### src/hw/tmc8_map.svh
/*
  Register offsets, field positions, reset values and prescaler
  exponents of the eight-bit four-mode timer/counter.
  Assumes it is included by its bare name from the hw/ folder.
*/
`ifndef TMC8_MAP_SVH
`define TMC8_MAP_SVH

// Register offsets on the plain register port
`define TMC8_ADDR_CTL 8'h14
`define TMC8_ADDR_CMP 8'h18

// Reset values
`define TMC8_CMP_RST 8'hff
`define TMC8_CTL_RST 6'h00

// Field positions inside timer_control
`define TMC8_CTL_MODE_LSB 0
`define TMC8_CTL_SRC_LSB 2
`define TMC8_CTL_RUN_BIT 5

// Mode field codes
`define TMC8_MODE_TMR 2'b00
`define TMC8_MODE_RSVD 2'b01
`define TMC8_MODE_PDO 2'b10
`define TMC8_MODE_PWM 2'b11

// Source clock select: 3'h7 is the event pin
`define TMC8_SRC_EXT 3'h7

// Prescaler: divide ref_clk by two to these powers for selects 0..6
`define TMC8_PRE_W 12
`define TMC8_DIV_SEL0 4'd11
`define TMC8_DIV_SEL1 4'd7
`define TMC8_DIV_SEL2 4'd5
`define TMC8_DIV_SEL3 4'd3
`define TMC8_DIV_SEL4 4'd2
`define TMC8_DIV_SEL5 4'd1
`define TMC8_DIV_SEL6 4'd0

`endif

### src/hw/tmc8_pkg.sv
/*
  Types shared by the eight-bit four-mode timer/counter.
  Assumes nothing beyond a SystemVerilog compiler.
*/
package tmc8_pkg;

  typedef struct packed {
    logic run;
    logic [2:0] src;
    logic [1:0] mode;
  } tmc8_ctl_s;

  typedef struct packed {
    logic wr;
    logic rd;
    logic [7:0] addr;
    logic [7:0] wdata;
  } tmc8_bus_s;

endpackage

### src/hw/tmc8_top.sv
/*
  Eight-bit up-counting timer/counter: timer, event counter,
  divider output and PWM output on one counter, with its own
  prescaler of ref_clk and a plain register port.
  Assumes all inputs synchronous to ref_clk and a register master
  that pulses wr or rd for one cycle, never both.
*/
// Behaviour
// - Four modes share one counter
// - Timer mode: match interrupts, clears, keeps counting
// - Event mode counts rising edges of pin
// - Event mode match detected on falling edge
// - After event match restart from zero
// - Divider mode gives 50% square wave
// - Divider match toggles pin, interrupts, clears
// - Divider pin high while stopped
// - PWM mode with eight bits of resolution
// - PWM duty match drives pin low
// - PWM overflow drives pin high, interrupts
// - PWM pin high while stopped
// - PWM compare buffered until cycle end
// - Start loads compare into PWM stage
// - Mode field decode, code 01 reserved
// - Stop power mode clears run control
`include "tmc8_map.svh"
`timescale 1ns/1ps
`default_nettype none

module tmc8_top #(
  parameter int PRE_W = `TMC8_PRE_W
) (
  input wire logic ref_clk,
  input wire logic rst_b,
  input wire tmc8_pkg::tmc8_bus_s bus_req,
  output logic [7:0] rd_data,
  input wire logic event_input_pin,
  input wire logic stop_mode_entry,
  output logic match_interrupt,
  output logic divider_output_pin,
  output logic pwm_output_n
);
  import tmc8_pkg::*;

  tmc8_ctl_s ctl_r, ctl_nxt;
  logic [7:0] cmp_r, cmp_nxt;
  logic [7:0] rd_data_r, rd_data_nxt;
  logic [PRE_W-1:0] pre_r, pre_nxt, pre_mask;
  logic [7:0] cnt_r, cnt_nxt, cnt_inc;
  logic [7:0] duty_r, duty_nxt;
  logic ev_d_r, ev_rise, ev_fall;
  logic irq_r, irq_nxt;
  logic pdo_r, pdo_nxt;
  logic pwm_n_r, pwm_n_nxt;
  logic tick;
  logic evt_mode;

  // Register port: read data valid the cycle after rd only
  always_comb begin
    ctl_nxt = ctl_r;
    cmp_nxt = cmp_r;
    rd_data_nxt = 8'h00;
    if (bus_req.wr) begin
      if (bus_req.addr == `TMC8_ADDR_CTL) begin
        ctl_nxt = tmc8_ctl_s'(bus_req.wdata[5:0]);
      end else if (bus_req.addr == `TMC8_ADDR_CMP) begin
        cmp_nxt = bus_req.wdata;
      end
    end
    if (bus_req.rd) begin
      if (bus_req.addr == `TMC8_ADDR_CTL) begin
        rd_data_nxt = {2'b00, ctl_r};
      end else if (bus_req.addr == `TMC8_ADDR_CMP) begin
        rd_data_nxt = cmp_r;
      end else begin
        rd_data_nxt = 8'h00;
      end
    end
    // Power-mode entry beats a coincident software start
    if (stop_mode_entry) begin
      ctl_nxt.run = 1'b0;
    end
  end

  always_ff @(posedge ref_clk or negedge rst_b) begin
    if (!rst_b) begin
      ctl_r <= tmc8_ctl_s'(`TMC8_CTL_RST);
      cmp_r <= `TMC8_CMP_RST;
      rd_data_r <= 8'h00;
    end else begin
      ctl_r <= ctl_nxt;
      cmp_r <= cmp_nxt;
      rd_data_r <= rd_data_nxt;
    end
  end

  // Prescaler: free running so the first tick after start may be early
  always_comb begin
    pre_nxt = pre_r + PRE_W'(1);
    case (ctl_r.src)
      3'h0: pre_mask = PRE_W'((1 << `TMC8_DIV_SEL0) - 1);
      3'h1: pre_mask = PRE_W'((1 << `TMC8_DIV_SEL1) - 1);
      3'h2: pre_mask = PRE_W'((1 << `TMC8_DIV_SEL2) - 1);
      3'h3: pre_mask = PRE_W'((1 << `TMC8_DIV_SEL3) - 1);
      3'h4: pre_mask = PRE_W'((1 << `TMC8_DIV_SEL4) - 1);
      3'h5: pre_mask = PRE_W'((1 << `TMC8_DIV_SEL5) - 1);
      3'h6: pre_mask = PRE_W'((1 << `TMC8_DIV_SEL6) - 1);
      default: pre_mask = '1;
    endcase
    tick = ((pre_r & pre_mask) == pre_mask) && (ctl_r.src != `TMC8_SRC_EXT);
  end

  always_ff @(posedge ref_clk or negedge rst_b) begin
    if (!rst_b) begin
      pre_r <= '0;
    end else begin
      pre_r <= pre_nxt;
    end
  end

  // Event pin edges; pin is already synchronous
  assign ev_rise = event_input_pin && !ev_d_r;
  assign ev_fall = !event_input_pin && ev_d_r;
  assign evt_mode = (ctl_r.mode == `TMC8_MODE_TMR) && (ctl_r.src == `TMC8_SRC_EXT);
  assign cnt_inc = cnt_r + 8'h01;

  // Counter, pins and PWM shift stage
  always_comb begin
    cnt_nxt = cnt_r;
    irq_nxt = 1'b0;
    pdo_nxt = pdo_r;
    pwm_n_nxt = pwm_n_r;
    duty_nxt = duty_r;
    if (!ctl_r.run) begin
      cnt_nxt = 8'h00;
      pdo_nxt = 1'b1;
      pwm_n_nxt = 1'b1;
      // Stage tracks compare so the first cycle after start uses it
      duty_nxt = cmp_r;
    end else begin
      case (ctl_r.mode)
        `TMC8_MODE_TMR: begin
          if (evt_mode) begin
            if (ev_rise) begin
              cnt_nxt = cnt_inc;
            end else if (ev_fall && (cnt_r == cmp_r)) begin
              cnt_nxt = 8'h00;
              irq_nxt = 1'b1;
            end
          end else if (tick) begin
            if (cnt_inc == cmp_r) begin
              cnt_nxt = 8'h00;
              irq_nxt = 1'b1;
            end else begin
              cnt_nxt = cnt_inc;
            end
          end
        end
        `TMC8_MODE_PDO: begin
          if (tick) begin
            if (cnt_inc == cmp_r) begin
              cnt_nxt = 8'h00;
              irq_nxt = 1'b1;
              pdo_nxt = !pdo_r;
            end else begin
              cnt_nxt = cnt_inc;
            end
          end
        end
        `TMC8_MODE_PWM: begin
          if (tick) begin
            cnt_nxt = cnt_inc;
            if (cnt_r == 8'hff) begin
              pwm_n_nxt = 1'b1;
              irq_nxt = 1'b1;
              // New duty only at cycle end, never mid-cycle
              duty_nxt = cmp_r;
            end else if (cnt_inc == duty_r) begin
              pwm_n_nxt = 1'b0;
            end
          end
        end
        default: begin
          // Reserved code: counter holds, pins stay put
          cnt_nxt = cnt_r;
        end
      endcase
    end
  end

  always_ff @(posedge ref_clk or negedge rst_b) begin
    if (!rst_b) begin
      cnt_r <= 8'h00;
      duty_r <= `TMC8_CMP_RST;
      ev_d_r <= 1'b0;
      irq_r <= 1'b0;
      pdo_r <= 1'b1;
      pwm_n_r <= 1'b1;
    end else begin
      cnt_r <= cnt_nxt;
      duty_r <= duty_nxt;
      ev_d_r <= event_input_pin;
      irq_r <= irq_nxt;
      pdo_r <= pdo_nxt;
      pwm_n_r <= pwm_n_nxt;
    end
  end

  assign rd_data = rd_data_r;
  assign match_interrupt = irq_r;
  assign divider_output_pin = pdo_r;
  assign pwm_output_n = pwm_n_r;
endmodule

`default_nettype wire

### config.mk
export PLATFORM = sky130hd
export DESIGN_NAME = tmc8_top
export DESIGN_NICKNAME = d
export VERILOG_FILES = /design/src/hw/tmc8_pkg.sv /design/src/hw/tmc8_top.sv
export VERILOG_INCLUDE_DIRS = /design/src /design/src/hw
export SDC_FILE = /design/constraint.sdc
export NUM_CORES = 1
export LEC_CHECK = 0
export BUFFER_PORTS_ARGS = -buffer_cell sky130_fd_sc_hd__buf_2
export CAP_MARGIN = 30
export CELL_PAD_IN_SITES_DETAIL_PLACEMENT = 0
export CELL_PAD_IN_SITES_GLOBAL_PLACEMENT = 1
export CORE_AREA = 2 2 92 94
export CTS_BUF_LIST = sky130_fd_sc_hd__clkbuf_4 sky130_fd_sc_hd__clkbuf_8
export DETAILED_ROUTE_END_ITERATION = 10
export DIE_AREA = 0 0 94 96
export GPL_TIMING_DRIVEN = 1
export PLACE_DENSITY_LB_ADDON = 0.3
export SKIP_LAST_GASP = 1
export SLEW_MARGIN = 20
export SYNTH_ARGS = -nofsm -noshare
export SYNTH_HDL_FRONTEND = slang
export SYNTH_SLANG_ARGS = --single-unit
export TNS_END_PERCENT = 30
### constraint.sdc
create_clock -name ref_clk -period 2.6 [get_ports ref_clk]
set_input_delay 0.78 -clock ref_clk [delete_from_list [all_inputs] [get_ports ref_clk]]
set_output_delay 0.78 -clock ref_clk [all_outputs]
set_load 0.02 [all_outputs]
======== After elaboration in Yosys (flattened, before gate mapping) ========
Cells that the tools add are included.
storage, ports and cells
  register bits after elaboration ......... 54
  bits of input ports ..................... 22
  output and inout port bits .............. 11
  logic and storage cells ................. 98
operators by class
  add/subtract/negate cells ............... 2
  eq/ne operators ......................... 26
  muxes and demuxes ....................... 37
  bitwise logic cells ..................... 2
  reductions and logical operators ........ 19
operators with widths
  kind                                                   count
  two-way mux 8 bit                                      14
  case mux 12 bit (7 select lines)                       1
  equality test 8 bit                                    3
  case mux 8 bit (3 select lines)                        1
  two-way mux 1 bit                                      18
  equality test 8 x 5 -> 1 bit, second input constant    2
  AND reduction 3 bit                                    5
  adder 12 x 1 -> 12 bit, second input constant          1
  AND 12 bit                                             1
  equality test 12 bit                                   1
  equality test 3 bit, second input constant             4
  two-way mux 6 bit                                      2
  inequality test 2 x 1 -> 1 bit, second input constant  5
  adder 8 x 1 -> 8 bit, second input constant            1
  equality test 8 bit, second input constant             1
  equality test 3 x 2 -> 1 bit, second input constant    2
  inequality test 3 bit, second input constant           2
  logical AND 1 bit                                      5
  inequality test 5 x 4 -> 1 bit, second input constant  1
  equality test 2 bit, second input constant             2
  inequality test 4 x 1 -> 1 bit, second input constant  1
  AND reduction 2 bit                                    2
  nonzero test 2 bit                                     2
  equality test 3 x 1 -> 1 bit, second input constant    1
  6 further kinds                                        8

======== Longest topological paths before layout ========
Gate-level depths: netlist of run 1.
  word-level depth ........................ 9
  gate-level depth with buffers ........... 10
  gate-level depth less buffers ........... 9

======== Worst setup path after synthesis of run 1 ========
Ideal clock, no wire load.
  kind .................................... register to register
  start ................................... reg cnt_r[0]
  end ..................................... reg cnt_r[6]
  library setup time ...................... 0.121 ns
  arrival time ............................ 2.330 ns
  required time ........................... 2.479 ns
  path slack .............................. 0.149 ns
  stages on the path, launching flop included .. 11
  buffers on the path ..................... 1
  period minus slack after synthesis ...... 2.451 ns
  cell sequence ........................... dfrtp_1 -> ha_1 -> buf_4 -> nand2b_1 -> o211a_1 -> o32ai_1 -> and3_2 -> o2111ai_4 -> a221o_1 -> nor3b_1 -> o22a_1
on the way
  longest elaborated chain between the ends .. 7
  elaborated cells between the ends (all ways) .. 13
  classes of those cells .................. 1 x add/sub; 3 x eq/ne; 7 x mux; 2 x reduce/logical
RTL lines
  what                             RTL line                          source
  start: declaration               tmc8_top.sv:48                    logic [7:0] cnt_r, cnt_nxt, cnt_inc;
  start signal: assignment         tmc8_top.sv:199                   cnt_r <= cnt_nxt;
  adder 8 x 1 -> 8 bit             tmc8_top.sv:124                   assign cnt_inc = cnt_r + 8'h01;
  equality test 8 bit              tmc8_top.sv:150, tmc8_top.sv:160
  two-way mux 8 bit                tmc8_top.sv:150, tmc8_top.sv:160
  two-way mux 8 bit                tmc8_top.sv:159                   if (tick) begin
  two-way mux 8 bit                tmc8_top.sv:142                   if (evt_mode) begin
  case mux 8 bit (3 select lines)  tmc8_top.sv:140                   case (ctl_r.mode)
  two-way mux 8 bit                tmc8_top.sv:133                   if (!ctl_r.run) begin
Parallel ways exist; a longest one is shown, timed or not. The select of a mux whose other input is x is not followed.
A chain may end at the register's enable or synchronous reset.

======== Final worst setup path of run 1 ========
  start ................................... reg cnt_r[1]
  end ..................................... reg cnt_r[6]
The elaborated chain is that of the path after synthesis.

==> metrics.csv, run 1 <==
stage;metric;value;unit
global_routing;first-pass GRT wire length;13200;um
clock_tree;H-tree depth;2;
worst_setup_path;Crit path required time;2.81;ns
clock_tree;CTS tree;built;
detailed_routing;Pre-Repair DR Iteration Count;4;
worst_setup_path;Reg-to-Reg Start;cnt_r[1];
synthesis;syn_area_per_cell;10.6;um^2
global_routing;grt met1 use;27.7;%
floorplan;Core ar.;8050;um^2
worst_setup_path;crit path cell chain;ha_1 > nand2b_1 > o211a_1 > o32ai_1 > and3_2 > o2111ai_4 > a221o_1 > nor3b_1 > o22a_1;
layout;Reg area;1350;um^2
sta;relative slew slack;54.1;%
global_routing;met2 usage;29.5;%
power_and_ir_drop;Int Pwr;1110;uW
power_and_ir_drop;Max VDD drop;0.216;mV
synthesis;register bit total from synthesis;53;
global_routing;GRT Util Overall;19.1;%
worst_setup_path;R2R depth;9;
sta;worst slew pin tran;0.682;ns
synthesis;Adder-Cell Fraction of Synth Area;0.755;%
placement;Port Buffers;32;
synthesis;Post-Synthesis Cell Area;3320;um^2
clock_tree;Reg clk slew, reported paths;0.10;ns
worst_setup_path;worst path arrival time;2.64;ns
power_and_ir_drop;total power draw;1500;uW
placement;global placer's final weighted congestion;0.850;
floorplan;Initial Util;41.2;%
power_and_ir_drop;Clock power frac;33.0;%
power_and_ir_drop;Psw;391;uW
clock_tree;Num CTS Buffers;5;
detailed_routing;routed vias;2592;
synthesis;syn_nets;338;
worst_setup_path;FF-to-FF setup slack;0.18;ns
floorplan;Die Y-Extent;96;um
floorplan;die area;9020;um^2
clock_tree;Max clock buf depth;2;
sta;final hold slack;0.436;ns
global_routing;largest net degree at the start of global routing;23;
worst_setup_path;Critical Path Max Stage Delay;0.41;ns
sta;Clock Skews;0.00608;ns
synthesis;Post-synth EDFFs;0;
placement;sum of net half-perimeters after detailed placement;6250;um
synthesis;Yosys top cell area share;26.4;%
detailed_routing;Wirelength per Cell;17.3;um
layout;Multi-input gate area;1850;um^2
clock_tree;CTS root buffer;clkbuf_8;
sta;Max Slew Vio Count;0;
power_and_ir_drop;Cell Pwr Density;400;nW/um^2
detailed_routing;vias per inst;5.59;
layout;Final Net Count;382;
synthesis;asr flop ratio synth;100;%
floorplan;IO Count;33;
synthesis;dominant synthesized flop cell;dfrtp_1;
layout;FILL cells;782;
global_routing;grt peak-use layer;met2;
worst_setup_path;crit path launch type;flip-flop;
synthesis;YS warnings;0;
floorplan;Cell Rows;33;
layout;layout cell share with drive strength beyond 1;35.4;%
synthesis;compound-cell area share of the yosys netlist;16.1;%
clock_tree;clk_lat worst skew;0.31;ns
sta;Min Clock Period, post-route;2.42;ns
power_and_ir_drop;switching part of the total;26.1;%
floorplan;Die X;94;um
clock_tree;Post-CTS Setup Inserts;0;
sta;fin crit share;93.3;%
detailed_routing;Routed Wire Length;8050;um
worst_setup_path;Crit. End Element;flip-flop;
worst_setup_path;FF-to-FF End;cnt_r[6];
sta;Setup violations, final;0;
detailed_routing;Iteration-0 DRC Markers;190;
global_routing;antenna violations before repair;0;
min_path;Hold WC Path Type;primary input to asynchronous set/reset pin;
layout;utilization after layout;46.5;%
synthesis;Seq/Total Area, Yosys;40.7;%
sta;RSZ-0062 raised after global routing;no;
clock_tree;Hold Buf Count CTS;0;
detailed_routing;Post-DRT Antenna Nets;0;
power_and_ir_drop;Leak;0.00159;uW
run_status;status;finished clean;
power_and_ir_drop;Seq pwr share;58.6;%
clock_tree;Resized cells post-CTS;0;
power_and_ir_drop;combinational share of power;8.5;%
sta;fmax;0.412;GHz
detailed_routing;DR DRC count;0;
synthesis;post-synthesis cell type count;79;
clock_tree;# clock sinks;53;
global_routing;met3 usage;2.98;%
global_routing;vias in the first global route;2485;
synthesis;largest family of logic cells by synthesized area;simple AND/OR/NAND/NOR gates;
run;Max-Cap Viols;0;
sta;Final Hold Fails;0;
worst_setup_path;slowest stage cell, crit path;dfrtp_1;
sta;Fin Setup TNS;0;ns
global_routing;total gr overflow;0;
synthesis;Syn Inst Count;314;
synthesis;mux contribution to synthesized area;8.34;%
worst_setup_path;CP max FO;9;
synthesis;top cells by area, synth;dfrtp_1, dfstp_2, xnor2_1;
synthesis;Yosys top cell by area;dfrtp_1;
synthesis;Post-Synth XOR/XNOR Area;8.98;%
synthesis;simple-gate share of the synthesized area;21.7;%
layout;area delta synth->final;12.9;%
worst_setup_path;Crit Path Category;flip-flop to flip-flop;
layout;ant diodes;0;
sequential cells by signal, summed over array words and instances (netlist names):
register,flops
ctl_r,6
duty_r,8
cnt_r,8
cmp_r,8
rd_data,8
match_interrupt,1
pwm_output_n,1
pre_r,11
ev_d_r,1
divider_output_pin,1
worst max-delay path, delay by kind of cell, from the launching register on:
family          cells  cell delay (ns)
compound gates      5             1.13
simple gates        3             0.55
flops               1             0.41
fa+ha+maj           1             0.23
power groups by stage:
stage	combinational, uW	clock, uW	sequential [uW]
3_5_place_dp	127	0	891
3_3_place_gp	126	0	891
5_1_grt	141	545	880
2_1_floorplan	79.5	0	878
6_report	126	494	876
4_1_cts	128	521	876
Yosys cell counts (5+ instances only):
cell	count
dfrtp_1	35
nor2b_1	8
xnor2_1	24
mux2_4	8
a21oi_1	12
o21ai_0	6
and3_1	5
nand3_1	18
xor2_1	10
mux2_2	13
nor2_1	18
nand2_1	28
dfstp_2	18
a22oi_1	7
nand4_1	5
through the flow:
step | cells | worst slack (ns) | instance area [um^2]
after floorplan | 314 | 0.149 | 3320
after global placement | 456 | 0.179 | 3650
after detailed placement | 456 | 0.179 | 3650
after CTS | 464 | 0.156 | 3740
after global routing | 464 | 0.0169 | 3740
final | 464 | 0.175 | 3740
metal layers:
layer | vias to the layer above | wire [um]
li1 | 1232 | -
met1 | 1283 | 3850
met2 | 70 | 3660
met3 | 7 | 437
met4 | 0 | 104
met5 | - | 0
placed cells by master, fill, tap and decap left out, drive strengths merged, types with 7 or more instances in the layout:
master,instances
dfrtp,35
xor2,10
and3,7
nor2b,8
nand2,29
nor3,7
a22oi,7
nor2,20
nand3,20
mux2,21
buf,51
o21ai,8
a21oi,14
dfstp,18
xnor2,24
worst max-delay path by stage:
stage / start / endpoint / slack, ns / cells after the start
finish: cnt_r[1] / cnt_r[6] / 0.18 / 9
global route: cnt_r[1] / cnt_r[6] / 0.02 / 9
CTS: cnt_r[3] / cnt_r[6] / 0.16 / 8
detailed placement: cnt_r[3] / cnt_r[6] / 0.18 / 8
global placement: cnt_r[3] / cnt_r[6] / 0.18 / 8
floorplan: cnt_r[0] / cnt_r[6] / 0.15 / 10
cell type report:
cell class | instances | area share (%)
repair buffers | 51 | 8.09
well taps | 105 | 3.51
clock inverters | 3 | 0.702
clock buffers | 5 | 1.84
multi-input cells | 244 | 49.5
inverters | 3 | 0.301
flip-flops and latches | 53 | 36.1
kinds of logic (layout without fill, tap and decap cells):
logic type | count (synthesis) | in the layout
AND/OR/NAND/NOR | 121 | 121
AO/OA/AOI/OAI | 65 | 65
flip-flops | 53 | 53
XOR/XNOR | 34 | 34
multiplexers | 22 | 22
buffers and inverters | 17 | 62
adder cells (fa/ha/maj) | 2 | 2
(Power assumes the default switching activity.)
==> run 2: changes to the inputs <==
--- a/config.mk
+++ b/config.mk
@@ -6,14 +6,15 @@
 export SDC_FILE = /design/constraint.sdc
 export NUM_CORES = 1
 export LEC_CHECK = 0
+export ABC_AREA = 1
 export BUFFER_PORTS_ARGS = -buffer_cell sky130_fd_sc_hd__buf_2
 export CAP_MARGIN = 30
 export CELL_PAD_IN_SITES_DETAIL_PLACEMENT = 0
 export CELL_PAD_IN_SITES_GLOBAL_PLACEMENT = 1
-export CORE_AREA = 2 2 92 94
+export CORE_AREA = 2 2 94 96
 export CTS_BUF_LIST = sky130_fd_sc_hd__clkbuf_4 sky130_fd_sc_hd__clkbuf_8
 export DETAILED_ROUTE_END_ITERATION = 10
-export DIE_AREA = 0 0 94 96
+export DIE_AREA = 0 0 96 98
 export GPL_TIMING_DRIVEN = 1
 export PLACE_DENSITY_LB_ADDON = 0.3
 export SKIP_LAST_GASP = 1
==> run 2 against run 1 <==
  * Sequential cell count did not move
  * Sequential share of layout area grew 0.41 points
  * Wire length up 4.4%
  * Largest cell class unchanged
  * Highest routed layer unchanged
==> metrics.csv, run 2 <==
stage;metric;value;unit;change
global_routing;GRT Util Overall;19.6;%;was 19.1%
power_and_ir_drop;Max VDD drop;0.246;mV;was 0.216 mV
layout;ant diodes;0;;unchanged
clock_tree;Post-CTS Setup Inserts;0;;unchanged
global_routing;total gr overflow;0;;unchanged
sta;Max Slew Vio Count;0;;unchanged
worst_setup_path;Critical Path Max Stage Delay;0.47;ns;was 0.41 ns
layout;Reg area;1350;um^2;about the same
sta;Setup violations, final;0;;unchanged
sta;worst slew pin tran;0.626;ns;was 0.682 ns
run_status;status;finished clean;;unchanged
sta;fmax;0.459;GHz;was 0.412 GHz
sta;final hold slack;0.438;ns;was 0.436 ns
detailed_routing;Wirelength per Cell;14.0;um;was 17.3 um
sta;Min Clock Period, post-route;2.18;ns;was 2.42 ns
floorplan;Die Y-Extent;98;um;was 96 um
sta;Fin Setup TNS;0;ns;unchanged
synthesis;Seq/Total Area, Yosys;40.8;%;was 40.7%
min_path;Hold WC Path Type;primary input to asynchronous set/reset pin;;unchanged
synthesis;Post-synth EDFFs;0;;unchanged
global_routing;vias in the first global route;2853;;was 2485
worst_setup_path;Crit path depth;14;;was 9
synthesis;YS warnings;0;;unchanged
worst_setup_path;slowest stage cell, crit path;dfrtp_1;;unchanged
layout;utilization after layout;43.7;%;was 46.5%
floorplan;Core ar.;8470;um^2;was 8050 um^2
synthesis;Yosys top cell area share;26.5;%;was 26.4%
floorplan;die area;9410;um^2;was 9020 um^2
layout;Final Net Count;515;;was 382
worst_setup_path;CP bufs+invs;1;;was 0
worst_setup_path;R2R depth;14;;was 9
global_routing;antenna violations before repair;0;;unchanged
worst_setup_path;Crit. End Element;flip-flop;;unchanged
floorplan;IO Count;33;;unchanged
synthesis;top cells by area, synth;dfrtp_1, nand2_1, dfstp_2;;was dfrtp_1, dfstp_2, xnor2_1
sta;Clock Skews;0.00805;ns;was 0.00608 ns
worst_setup_path;Worst path top cell family by delay;simple AND/OR/NAND/NOR gates;;was compound AO/OA/AOI/OAI gates
layout;FILL cells;881;;was 782
sta;Final Hold Fails;0;;unchanged
worst_setup_path;Worst path most repeated cell;nand2_1;;
synthesis;syn_nets;479;;was 338
worst_setup_path;crit path cell chain;ha_1 > inv_1 > nand2_1 > nand2_1 > nand2_1 > nand3_1 > nor2_2 > nand2_2 > nor2_4 > nand4_2 > nand2_2 > nor2_1 > nand2_1 > nand2_1;;was ha_1 > nand2b_1 > o211a_1 > o32ai_1 > and3_2 > o2111ai_4 > a221o_1 > nor3b_1 > o22a_1
synthesis;register bit total from synthesis;53;;unchanged
clock_tree;Reg clk slew, reported paths;0.11;ns;was 0.10 ns
global_routing;largest net degree at the start of global routing;26;;was 23
detailed_routing;vias per inst;4.87;;was 5.59
synthesis;Yosys top cell by area;dfrtp_1;;unchanged
clock_tree;Resized cells post-CTS;0;;unchanged
placement;global placer's final weighted congestion;0.837;;was 0.850
layout;area delta synth->final;11.9;%;was 12.9%
layout;most common cell after layout, fill and taps aside;nand2_1;;was dfrtp_1
worst_setup_path;Crit path required time;2.81;ns;about the same
global_routing;first-pass GRT wire length;14300;um;was 13200 um
sta;relative slew slack;58.1;%;was 54.1%
detailed_routing;Pre-Repair DR Iteration Count;4;;unchanged
worst_setup_path;worst path arrival time;2.39;ns;was 2.64 ns
power_and_ir_drop;total power draw;1600;uW;was 1500 uW
clock_tree;H-tree depth;2;;unchanged
synthesis;Post-Synthesis Cell Area;3300;um^2;was 3320 um^2
layout;max reg flops;11;;unchanged
floorplan;Die X;96;um;was 94 um
clock_tree;# clock sinks;53;;unchanged
synthesis;post-synthesis cell type count;36;;was 79
clock_tree;CTS tree;built;;unchanged
worst_setup_path;Reg-to-Reg Start;cnt_r[1];;unchanged
synthesis;syn_area_per_cell;7.26;um^2;was 10.6 um^2
placement;sum of net half-perimeters after detailed placement;6510;um;was 6250 um
floorplan;Cell Rows;34;;was 33
layout;Multi-input gate area;1690;um^2;was 1850 um^2
detailed_routing;Post-DRT Antenna Nets;0;;unchanged
worst_setup_path;CP max FO;6;;was 9
power_and_ir_drop;Leak;0.00188;uW;was 0.00159 uW
clock_tree;clk_lat worst skew;0.32;ns;was 0.31 ns
sta;RSZ-0062 raised after global routing;no;;unchanged
layout;layout cell share with drive strength beyond 1;21.5;%;was 35.4%
layout;largest register by flop count;pre_r;;unchanged
detailed_routing;Routed Wire Length;8400;um;was 8050 um
clock_tree;Num CTS Buffers;5;;unchanged
synthesis;synth cell count leaders;nand2_1, inv_1, nor2_1;;was dfrtp_1, nand2_1, xnor2_1
detailed_routing;routed vias;2921;;was 2592
worst_setup_path;FF-to-FF setup slack;0.42;ns;was 0.18 ns
sta;fin crit share;83.8;%;was 93.3%
power_and_ir_drop;Cell Pwr Density;433;nW/um^2;was 400 nW/um^2
run;Max-Cap Viols;0;;unchanged
placement;Port Buffers;32;;unchanged
detailed_routing;DR DRC count;0;;unchanged
clock_tree;Hold Buf Count CTS;0;;unchanged
synthesis;Syn Inst Count;455;;was 314
clock_tree;Max clock buf depth;2;;unchanged
clock_tree;CTS root buffer;clkbuf_8;;unchanged
synthesis;asr flop ratio synth;100;%;unchanged
floorplan;Initial Util;39.0;%;was 41.2%
synthesis;dominant synthesized flop cell;dfrtp_1;;unchanged
layout;most frequent cells in the layout;nand2_1, inv_1, nor2_1, dfrtp_1, buf_2;;was dfrtp_1, buf_2, nand2_1, xnor2_1, buf_4
synthesis;most frequent cell after synthesis;nand2_1;;was dfrtp_1
detailed_routing;Iteration-0 DRC Markers;151;;was 190
worst_setup_path;Crit Path Category;flip-flop to flip-flop;;unchanged
worst_setup_path;FF-to-FF End;cnt_r[7];;was cnt_r[6]
worst_setup_path;crit path launch type;flip-flop;;unchanged
==> run 2: cell type report <==
type	count	area share, %
Clock buffer	5	1.86
Clock inverter	3	1.29
Inverter	56	5.69
Multi-Input combinational cell	338	45.7
Sequential cell	53	36.5
Tap cell	108	3.65
Timing Repair Buffer	37	5.35
==> run 2: worst max-delay path by stage <==
| stage | from | slack (ns) | endpoint |
|---|---|---|---|
| 4_1_cts | cnt_r[1] | 0.43 | cnt_r[7] |
| 3_3_place_gp | bus_req[13] | 0.38 | cmp_r[0] |
| 2_1_floorplan | bus_req[13] | 0.67 | cmp_r[0] |
| 6_report | cnt_r[1] | 0.42 | cnt_r[7] |
| 5_1_grt | cnt_r[1] | 0.23 | cnt_r[7] |
| 3_5_place_dp | bus_req[13] | 0.39 | cmp_r[0] |
==> run 2: metal layers <==
| metal | track usage, % | wire [um] | up-vias | part of all wire, % |
|---|---|---|---|---|
| li1 | - | - | 1503 | - |
| met1 | 27.3 | 4040 | 1365 | 48 |
| met2 | 31.6 | 4020 | 38 | 48 |
| met3 | 2.55 | 166 | 15 | 2.0 |
| met4 | 6.15 | 181 | 0 | 2.2 |
| met5 | 0 | 0 | - | 0 |
==> run 2: stage by stage <==
step                      setup slack [ns]  instances  area [um^2]
after global routing                 0.226        600         3700
after global placement               0.383        592         3580
after detailed placement             0.391        592         3580
final                                0.421        600         3700
after CTS                            0.426        600         3700
after floorplan                      0.674        455         3300
==> run 2: power breakdown <==
part           switching (uW)  total, uW  internal (uW)  leakage [uW]
Clock                     303        598            294     0.0000591
Sequential               23.2        874            850      0.000653
Combinational            79.8        128           48.2       0.00117
==> run 2: cells by family (layout without fill, tap and decap cells) <==
group	after synthesis	in the layout	synth area share, %
buffers and inverters	64	101	8.06
muxes	4	4	1.36
and+or+nand+nor	260	260	35.6
AOI/OAI and AO/OA	55	55	8.90
xor gates and xnor gates	17	17	4.51
adders and majority gates	2	2	0.757
DFF	53	53	40.8
==> run 2: worst reg2reg max path: cells and delay by family, from the launching register on <==
family	cells	cell delay (ns)
AND/OR/NAND/NOR	12	1.26
flip-flops	1	0.47
adder cells (fa/ha/maj)	1	0.29
buffers and inverters	1	0.06
